File: src/include/pin_mux_pkg.sv
/*
 pin_mux_pkg: register offsets, field positions, reset values and the
 carrier structs for the pin-location multiplexer.
 assumes a 25 MHz single clock system; nothing here is clocked.
*/
package pin_mux_pkg;
  localparam int ADDR_W = 4;
  localparam int DATA_W = 32;

  // printed offsets are register indices; byte address is four times the index
  localparam logic [1:0] IDX_LUT_EVENT = 2'h0;
  localparam logic [1:0] IDX_COMM_PINS = 2'h1;
  localparam logic [1:0] IDX_TIMER_A = 2'h2;
  localparam logic [1:0] IDX_TIMER_B = 2'h3;

  localparam int POS_TABLE_ONE = 5;
  localparam int POS_TABLE_ZERO = 4;
  localparam int POS_EVENT_TWO = 2;
  localparam int POS_EVENT_ONE = 1;
  localparam int POS_EVENT_ZERO = 0;
  localparam int POS_TWO_WIRE = 4;
  localparam int POS_SERIAL_PERIPH = 2;
  localparam int POS_ASYNC_SERIAL = 0;
  localparam int POS_WAVE_HIGH_LSB = 3;
  localparam int POS_WAVE_LOW_LSB = 0;
  localparam int POS_TIMER_B_ONE = 1;
  localparam int POS_TIMER_B_ZERO = 0;

  // writable bits of each register; all other bits read zero
  localparam logic [7:0] MASK_LUT_EVENT = 8'h37;
  localparam logic [7:0] MASK_COMM_PINS = 8'h15;
  localparam logic [7:0] MASK_TIMER_A = 8'h3F;
  localparam logic [7:0] MASK_TIMER_B = 8'h03;
  localparam logic [7:0] RESET_VALUE = 8'h00;

  typedef struct packed {
    logic read;
    logic write;
    logic [ADDR_W-1:0] address;
    logic [3:0] byteenable;
    logic [DATA_W-1:0] writedata;
  } bus_req_s;

  typedef struct packed {
    logic table_one_alt_pin;
    logic table_zero_alt_pin;
    logic event_pin_two_enable;
    logic event_pin_one_enable;
    logic event_pin_zero_enable;
    logic two_wire_alt_pins;
    logic serial_periph_alt_pins;
    logic async_serial_alt_pins;
    logic [5:0] timer_a_wave_alt_pin;
    logic timer_b_one_alt_pin;
    logic timer_b_zero_alt_pin;
  } pin_select_s;
endpackage

File: src/logic/ctrl_reg8.sv
/*
 ctrl_reg8: one 8-bit control register with a write mask.
 assumes a single synchronous reset and one write strobe per cycle.
*/
`timescale 1ns/10ps
`default_nettype none
module ctrl_reg8
  import pin_mux_pkg::*;
#(
  parameter logic [7:0] MASK = 8'hFF
)
(
  input wire logic mclk,
  input wire logic rst,
  input wire logic wr_en,
  input wire logic [7:0] wr_data,
  output logic [7:0] value
);
  logic [7:0] value_q;
  logic [7:0] value_d;

  // undefined bits never store
  assign value_d = wr_en ? (wr_data & MASK) : value_q;

  always_ff @(posedge mclk)
  begin
    if (rst)
      value_q <= RESET_VALUE;
    else
      value_q <= value_d;
  end

  assign value = value_q;
endmodule // ctrl_reg8
`default_nettype wire

File: src/logic/wave_pin_gate.sv
/*
 wave_pin_gate: applies timer mode to the six waveform pin selects.
 assumes split mode is a level from the timer unit, synchronous to mclk.
*/
`timescale 1ns/10ps
`default_nettype none
module wave_pin_gate
(
  input wire logic split_mode,
  input wire logic [5:0] wave_bits,
  output logic [5:0] wave_sel
);
  // upper three waveforms exist only in split mode
  assign wave_sel[5:3] = split_mode ? wave_bits[5:3] : 3'h0;
  // lower three act in both modes; in split mode they steer low-byte channels
  assign wave_sel[2:0] = wave_bits[2:0];
endmodule // wave_pin_gate
`default_nettype wire

File: src/logic/pin_location_mux.sv
/*
 pin_location_mux: four control registers on an Avalon-MM slave that steer
 peripheral functions between default and alternative pins and gate event outputs.
 assumes the master holds each request until waitrequest is low; split_mode
 comes from the timer unit on mclk.
*/
// Local design decision: the Avalon-MM slave port.
`timescale 1ns/10ps
`default_nettype none
// Functional notes
// control A bit 5 moves lookup table 1 output to alternative pin.
// control A bit 4 moves lookup table 0 output to alternative pin.
// control A bit 2 connects event output 2 to its pin.
// control A bit 1 connects event output 1 to its pin.
// control A bit 0 connects event output 0 to its pin.
// control B bit 4 moves all two-wire signals to alternative pins.
// control B bit 2 moves all serial peripheral signals to alternative pins.
// control B bit 0 moves all async serial signals to alternative pins.
// control C bits 5..3 select alternative pins for waveforms 5..3 in split mode.
// in normal timer mode control C bits 5..3 are ignored.
// control C bits 2..0 select alternative pins for waveforms 2..0 always.
// in split mode bits 2..0 steer low-byte compare channels 2..0.
// control D bit 1 moves timer B 1 output to alternative pin.
// control D bit 0 moves timer B 0 output to alternative pin.
// reset clears all four registers to zero.
// undefined bits read zero and ignore writes.
module pin_location_mux
  import pin_mux_pkg::*;
(
  input wire logic mclk,
  input wire logic rst,
  input wire pin_mux_pkg::bus_req_s bus_req,
  output logic [pin_mux_pkg::DATA_W-1:0] readdata,
  output logic readdatavalid,
  output logic waitrequest,
  input wire logic split_mode,
  input wire logic [2:0] event_in,
  output logic [2:0] event_pin,
  output pin_mux_pkg::pin_select_s pin_sel
);
  import pin_mux_pkg::*;

  logic ack_q;
  logic [DATA_W-1:0] readdata_q;
  logic [DATA_W-1:0] readdata_d;
  wire logic access;
  wire logic [1:0] index;
  wire logic mapped;
  wire logic lane0;
  wire logic [3:0] wr_en;
  wire logic [7:0] reg_val [4];
  wire logic [5:0] wave_sel;

  // one wait cycle per access: taken on the edge where ack_q is high
  assign access = bus_req.read | bus_req.write;
  assign waitrequest = access & ~ack_q;
  assign index = bus_req.address[3:2];
  assign mapped = (bus_req.address[1:0] == 2'h0);
  assign lane0 = bus_req.byteenable[0];

  genvar g;
  generate
    for (g = 0; g < 4; g++)
    begin : g_reg
      localparam logic [7:0] MASK_G = (g == 0) ? MASK_LUT_EVENT :
                                      (g == 1) ? MASK_COMM_PINS :
                                      (g == 2) ? MASK_TIMER_A : MASK_TIMER_B;
      assign wr_en[g] = bus_req.write & ack_q & mapped & lane0 & (index == 2'(g));
      ctrl_reg8 #(.MASK(MASK_G)) u_reg
      (
        .mclk(mclk),
        .rst(rst),
        .wr_en(wr_en[g]),
        .wr_data(bus_req.writedata[7:0]),
        .value(reg_val[g])
      );
    end
  endgenerate

  // unmapped (misaligned) addresses read zero and drop writes
  assign readdata_d = mapped ? {24'h000000, reg_val[index]} : 32'h00000000;

  always_ff @(posedge mclk)
  begin
    if (rst)
      ack_q <= 1'b0;
    else
      ack_q <= access & ~ack_q;
  end

  always_ff @(posedge mclk)
  begin
    if (rst)
      readdata_q <= 32'h00000000;
    else if (bus_req.read & ~ack_q)
      readdata_q <= readdata_d;
  end

  // readdata is registered in the wait cycle so it stands at the taking edge
  assign readdata = readdata_q;
  assign readdatavalid = bus_req.read & ack_q;

  wave_pin_gate u_wave
  (
    .split_mode(split_mode),
    .wave_bits(reg_val[IDX_TIMER_A][5:0]),
    .wave_sel(wave_sel)
  );

  always_comb
  begin
    pin_sel.table_one_alt_pin = reg_val[IDX_LUT_EVENT][POS_TABLE_ONE];
    pin_sel.table_zero_alt_pin = reg_val[IDX_LUT_EVENT][POS_TABLE_ZERO];
    pin_sel.event_pin_two_enable = reg_val[IDX_LUT_EVENT][POS_EVENT_TWO];
    pin_sel.event_pin_one_enable = reg_val[IDX_LUT_EVENT][POS_EVENT_ONE];
    pin_sel.event_pin_zero_enable = reg_val[IDX_LUT_EVENT][POS_EVENT_ZERO];
    pin_sel.two_wire_alt_pins = reg_val[IDX_COMM_PINS][POS_TWO_WIRE];
    pin_sel.serial_periph_alt_pins = reg_val[IDX_COMM_PINS][POS_SERIAL_PERIPH];
    pin_sel.async_serial_alt_pins = reg_val[IDX_COMM_PINS][POS_ASYNC_SERIAL];
    pin_sel.timer_a_wave_alt_pin = wave_sel;
    pin_sel.timer_b_one_alt_pin = reg_val[IDX_TIMER_B][POS_TIMER_B_ONE];
    pin_sel.timer_b_zero_alt_pin = reg_val[IDX_TIMER_B][POS_TIMER_B_ZERO];
  end

  // disabled event outputs stay low, not floating
  assign event_pin = event_in & {pin_sel.event_pin_two_enable,
                                 pin_sel.event_pin_one_enable,
                                 pin_sel.event_pin_zero_enable};
endmodule // pin_location_mux
`default_nettype wire

File: config.mk
export PLATFORM = sky130hd
export DESIGN_NAME = pin_location_mux
export DESIGN_NICKNAME = d
export VERILOG_FILES = /design/src/include/pin_mux_pkg.sv /design/src/logic/ctrl_reg8.sv /design/src/logic/wave_pin_gate.sv /design/src/logic/pin_location_mux.sv
export SDC_FILE = /design/constraint.sdc
export NUM_CORES = 1
export LEC_CHECK = 0
export ABC_AREA = 1
export BUFFER_PORTS_ARGS = -buffer_cell sky130_fd_sc_hd__buf_4
export CAP_MARGIN = 5
export CORE_ASPECT_RATIO = 0.9
export CORE_MARGIN = 2
export CORE_UTILIZATION = 48
export DETAILED_ROUTE_END_ITERATION = 8
export PLACE_DENSITY = 0.86
export SLEW_MARGIN = 0
export SYNTH_ARGS = -nofsm -noshare
export SYNTH_HDL_FRONTEND = slang
export SYNTH_HIERARCHICAL = 1
export SYNTH_SLANG_ARGS = --single-unit
File: constraint.sdc
create_clock -name mclk -period 2.3 [get_ports mclk]
set_input_delay 0.345 -clock mclk [delete_from_list [all_inputs] [get_ports mclk]]
set_output_delay 0.345 -clock mclk [all_outputs]
set_load 0.01 [all_outputs]
==> results of run 1 <==
flip-flops by register name, summed over array words and instances, names as in the netlist:
signal         cells
readdata           8
ack_q              1
g.u_reg/value     16
worst max-delay path: stages:
cell,delay [ps]
buf_4,110
or2_4,270
nor2_1,90
nand3_1,150
nor3_1,510
nand2_1,120
nand2_1,80
nor2_1,30
layout make-up:
cell class / instances / share of cell area (%)
Clock buffer: 4 / 2.27
Inverter: 31 / 6.00
Multi-Input combinational cell: 218 / 45.1
Sequential cell: 25 / 25.3
Tap cell: 44 / 2.78
Timing Repair Buffer: 49 / 18.6
power by group through the flow:
stage	sequential (mW)	clock, mW	combinational, mW
detailed placement	0.451	0	0.136
global route	0.441	0.286	0.158
finish	0.441	0.260	0.139
CTS	0.441	0.269	0.137
global placement	0.451	0	0.135
floorplan	0.451	0	0.147
how the worst max path moves through the flow:
| stage | startpoint | end | depth (start not counted) |
|---|---|---|---|
| 2_1_floorplan | bus_req[37] | g_reg[2].u_reg/value[0]$_SDFFE_PP0P_ | 8 |
| 6_report | bus_req[37] | g_reg[1].u_reg/value[0]$_SDFFE_PP0P_ | 8 |
| 3_5_place_dp | bus_req[37] | g_reg[1].u_reg/value[4]$_SDFFE_PP0P_ | 8 |
| 3_3_place_gp | bus_req[37] | g_reg[1].u_reg/value[0]$_SDFFE_PP0P_ | 8 |
| 4_1_cts | bus_req[37] | g_reg[1].u_reg/value[4]$_SDFFE_PP0P_ | 8 |
| 5_1_grt | bus_req[37] | g_reg[1].u_reg/value[4]$_SDFFE_PP0P_ | 8 |
metal layers:
layer,routed length [um],vias to the layer above,GRT usage [%]
met5,0,-,0
met4,0,0,2.29
met3,196,0,4.14
met1,1510,678,19.6
li1,-,837,-
met2,1650,47,30.8
placed cells by master, fill, tap and decap left out, drive strengths merged, types with 2 or more instances in the layout:
master / n
a21oi: 9
buf: 49
clkbuf: 4
conb: 40
dfxtp: 25
inv: 30
nand2: 127
nor2: 34
nor3: 4
or2: 2
stage by stage:
stage	instance area, um^2	setup slack, ps	hold slack [ps]	std cells	util, %
6_report	1980	757	356	371	57.4
5_1_grt	1980	673	358	371	57.4
4_1_cts	1980	784	352	371	57.4
3_5_place_dp	1940	485	466	367	56.1
3_3_place_gp	1940	536	468	367	56.1
2_1_floorplan	1910	805	458	325	-
cell families (layout without fill, tap and decap cells):
logic type	Yosys count	after routing	synth area share, %
and+or+nand+nor	168	168	37.1
buffers and inverters	82	84	29.0
DFF	25	25	28.1
AOI/OAI and AO/OA	10	10	4.64
other	5	40	1.05
==> flow_summary.ini, run 1 <==
[placement]
globalplace.congestion = 0.774
portBuffers = 47
hpwl_um = 2650

[floorplan]
die_h_um = 61.8
coreArea_um2 = 3450
ios = 101
die-area_um2 = 4210
initial_utilization_pct = 51.5
die_w_um = 68.2
fp-row-count = 20

[clock_network]
cts_hold_buf = 0
clk_latency_ps = 270
post_cts_buffers = 0
cts-root-buf = clkbuf_8
cts.sinks = 25
cts_tree = yes
cts-resized-gates = 0
htreeDepth = 1
cts_buffers = 3
clk_path_buf_depth = 2
path_clk_slew_ps = 90

[critical_path]
crit_arrival_ps = 1710
regToRegSetupSlack_ps = 870
cp-start-kind = primary input
crit_fanout = 6
crit_type = in -> reg
rr_endpoint = g_reg[1].u_reg/value[0]$_SDFFE_PP0P_
r2r-start = ack_q$_SDFF_PP0_
required_ps = 2470
ff2ff_path_depth = 5
end_kind = flip-flop

[cells_and_area]
nets = 376
fillers = 350
area_delta_synth_final_pct = 11.3
ff_latch_area_um2 = 500
antennaDiodeCount = 0
drive_gt1_share_pct = 19.3
multiInputGateArea_um2 = 893

[pwr]
internal-power_uw = 611
p_seq_share_pct = 52.5
p_sw_uw = 229
p_leak_nw = 1.18
p_sw_share_pct = 27.3
power_density_nw_per_um2 = 424
p_total_uw = 840
p_clk_share_pct = 31.0
ir_drop_uv = 373
p_comb_share_pct = 16.6

[route]
vias_per_cell = 4.21
drcViolationCount = 0
first_pass_iters = 5
vias = 1562
wl_um = 3360
wire_per_inst_um = 9.05
first_iter_violations = 70
final_antenna_net_count = 0

[yosys]
synth_top_area_share_pct = 28.1
synth_edf_count = 0
synth_cells = 290
synthTopCellsByArea = dfxtp_1 (28%), nand2_1 (27%), buf_4 (19%)
netlist_top_cells_count = nand2_1 (127), buf_4 (45), nor2_1 (33)
yosys_warnings = 6
synth.ff_latch_count = 25
synthArstFlopShare_pct = 0
synth_top_area_cell = dfxtp_1
yosysMostFrequentCell = nand2_1
yosysUniqueCellTypes = 18
ys_seq_area_share_pct = 28.1
postSynthAreaPerCell_um2 = 6.14
netlist_area_um2 = 1780
synth_top_flop_cell = dfxtp_1

[hold_path]
min_to = g_reg[2].u_reg/value[3]$_SDFFE_PP0P_
min_from = bus_req[3]
hold_class = in -> reg
whs_path_depth = 5

[run]
drv_cap = 0

[global_routing]
grt.overflow.total = 0
grt_pass1_wl_um = 5340
antenna_found_initial = 0
grt_max_degree = 20
gr-usage-all-layers_pct = 16.5
grt_pass1_vias = 1332

[run_status]
outcome = completed

[timing]
timing.setup.tns_ps = 0
fin_skew_ps = 4.57
tightest_slew_ps = 604
rsz0062_at_grt = no
drv_slew = 0
finalCritPeriodShare_pct = 67.1
hold_violations = 0
slew_headroom_pct = 59.4
setup_viol_count_final = 0
max_freq_mhz = 648
period_minus_slack_ps = 1540
(Power assumes the default switching activity.)
==> run 2, diff against run 1 <==
--- a/config.mk
+++ b/config.mk
@@ -5,14 +5,14 @@
 export SDC_FILE = /design/constraint.sdc
 export NUM_CORES = 1
 export LEC_CHECK = 0
-export ABC_AREA = 1
+export ABC_AREA = 0
 export BUFFER_PORTS_ARGS = -buffer_cell sky130_fd_sc_hd__buf_4
 export CAP_MARGIN = 5
 export CORE_ASPECT_RATIO = 0.9
 export CORE_MARGIN = 2
-export CORE_UTILIZATION = 48
+export CORE_UTILIZATION = 37
 export DETAILED_ROUTE_END_ITERATION = 8
-export PLACE_DENSITY = 0.86
+export PLACE_DENSITY = 0.76
 export SLEW_MARGIN = 0
 export SYNTH_ARGS = -nofsm -noshare
 export SYNTH_HDL_FRONTEND = slang
==> constraint.sdc (replaced) <==
create_clock -name mclk -period 1.4 [get_ports mclk]
set_input_delay 0.21 -clock mclk [delete_from_list [all_inputs] [get_ports mclk]]
set_output_delay 0.21 -clock mclk [all_outputs]
set_load 0.01 [all_outputs]
==> run 2 against run 1 <==
Net effect:
- die area increased by 6.8%
- largest cell class unchanged
- design area decreased by 9.3%
- combinational power increased by 34%
- highest routed layer is now met4
- register-to-register slack got worse by 840 ps
- critical endpoint is now g_reg[0].u_reg/value[5]$_SDFFE_PP0P_
==> flow_summary.ini, run 2 <==
[run_status]
outcome = completed

[floorplan]
die-area_um2 = 4500
ios = 101
fp-row-count = 21
coreArea_um2 = 3760
die_h_um = 63.8
die_w_um = 70.5
initial_utilization_pct = 39.2

[route]
dr_wl_met2_um = 1350
wl_met3_um = 227
vias_per_cell = 4.34
first_pass_iters = 4
drcViolationCount = 0
top_layer_used = met4
vias = 1050
first_iter_violations = 44
final_antenna_net_count = 0
wl_met1_um = 1250
wire_per_inst_um = 11.7
wl_um = 2840

[clock_network]
cts.sinks = 25
cts_tree = yes
path_clk_slew_ps = 80
cts_hold_buf = 0
htreeDepth = 1
clk_latency_ps = 260
clk_path_buf_depth = 2
cts_buffers = 3
cts-root-buf = clkbuf_8

[critical_path]
path_cells = nand4_1 > nor3_2 > buf_4 > mux2i_1 > nor2_1
crit_fanout = 4
path_buf_inv = 1
required_ps = 1560
max_stage_delay_ps = 330
r2r-start = ack_q$_SDFF_PP0_
path_delay_family = simple AND/OR/NAND/NOR gates
regToRegSetupSlack_ps = 30
crit_arrival_ps = 1530
ff2ff_path_depth = 5
cp-start-kind = flip-flop
cp_slowest_cell = dfxtp_2
crit_type = reg -> reg
rr_endpoint = g_reg[0].u_reg/value[5]$_SDFFE_PP0P_
crit_cells = 5
end_kind = flip-flop

[cells_and_area]
multiInputGateArea_um2 = 744
fillers = 374
largest_reg_flops = 16
finalNonFillerCells = 242
final_common_cell = buf_4
antennaDiodeCount = 0
area_delta_synth_final_pct = 22.0
final_cell_mix = buf_4 (58), conb_1 (40), dfxtp_1 (24)
post-route-util_pct = 47.8
drive_gt1_share_pct = 37.2
ff_latch_area_um2 = 502
nets = 245

[global_routing]
grt.overflow.total = 0
antenna_found_initial = 0
grt_pass1_vias = 1035
grt_max_degree = 16
grt_pass1_wl_um = 4590
gr-usage-all-layers_pct = 12.8

[timing]
hold_violations = 0
max_freq_mhz = 730
drv_slew = 0
setup_viol_count_final = 0
fin_ws_ps = 29.8
rsz0062_at_grt = yes
period_minus_slack_ps = 1370
timing.setup.tns_ps = 0
fin_skew_ps = 1.13
finalCritPeriodShare_pct = 97.9

[yosys]
postSynthAreaPerCell_um2 = 10.0
synthArstFlopShare_pct = 0
netlist_area_um2 = 1470
synth.ff_latch_count = 25
synth_top_area_share_pct = 34.0
synth_top_flop_cell = dfxtp_1
yosys_warnings = 6
synth_edf_count = 0
netlist_top_cells_count = buf_4 (43), dfxtp_1 (25), nor2_1 (19)
ys_seq_area_share_pct = 34.0
synth_cells = 147
yosysMostFrequentCell = buf_4
synth_top_area_cell = dfxtp_1
synthTopCellsByArea = dfxtp_1 (34%), buf_4 (22%), mux2i_1 (11%)
yosysUniqueCellTypes = 17

[placement]
placed_cells = 237
globalplace.congestion = 0.767
portBuffers = 47
pre_cts_slack_ps = -110
hpwl_um = 2220

[run]
drv_cap = 0

[hold_path]
whs_path_depth = 2
hold_class = in -> reg
min_to = ack_q$_SDFF_PP0_
min_from = rst

[pwr]
ir_drop_uv = 411
power_density_nw_per_um2 = 741
p_leak_nw = 0.836
[run 2: repair_timing]
| action | CTS | global route |
|---|---|---|
| pin swaps | 0 | 4 |
| buffers inserted | 0 | 1 |
| gates resized for setup | 1 | 4 |
| setup endpoints to repair | 2 | 21 |
[run 2: layout make-up]
class / instances / share of cell area, %
Multi-Input combinational cell: 106 / 41.5
Sequential cell: 25 / 27.9
Timing Repair Buffer: 58 / 24.3
Tap cell: 46 / 3.21
Clock buffer: 4 / 2.51
Inverter: 3 / 0.627
[run 2: worst max-delay path by stage]
stage	start	endpoint
2_1_floorplan	bus_req[39]	g_reg[2].u_reg/value[0]$_SDFFE_PP0P_
3_3_place_gp	bus_req[37]	g_reg[0].u_reg/value[2]$_SDFFE_PP0P_
4_1_cts	ack_q$_SDFF_PP0_	g_reg[0].u_reg/value[2]$_SDFFE_PP0P_
6_report	ack_q$_SDFF_PP0_	g_reg[0].u_reg/value[5]$_SDFFE_PP0P_
3_5_place_dp	bus_req[37]	g_reg[2].u_reg/value[5]$_SDFFE_PP0P_
5_1_grt	ack_q$_SDFF_PP0_	g_reg[0].u_reg/value[5]$_SDFFE_PP0P_
[run 2: where the power goes]
part           internal, mW  switching (mW)
sequential            0.718         0.00379
combinational        0.0855           0.100
clock                 0.203           0.220
[run 2: kinds of logic (layout without fill, tap and decap cells)]
kind of cell | count (synthesis) | in the layout | share of synthesized area (%)
other | 5 | 40 | 1.28
AND/OR/NAND/NOR | 33 | 33 | 10.6
flip-flops | 25 | 25 | 34.0
multiplexers | 24 | 24 | 23.4
AO/OA/AOI/OAI | 9 | 9 | 5.10
buffers and inverters | 51 | 65 | 25.6
[run 2: per-layer routing]
layer,vias to the layer above,track usage [%]
met5,-,0
met4,0,1.44
met3,2,4.10
met2,44,21.9
met1,489,16.3
li1,515,-
[run 2: metrics by stage]
step / hold slack [ps] / power [mW] / area (um^2)
floorplan: 282 / 0.917 / 1600
global placement: 427 / 0.913 / 1720
detailed placement: 428 / 0.916 / 1720
CTS: 145 / 1.33 / 1770
global route: 153 / 1.39 / 1800
finish: 149 / 1.33 / 1800
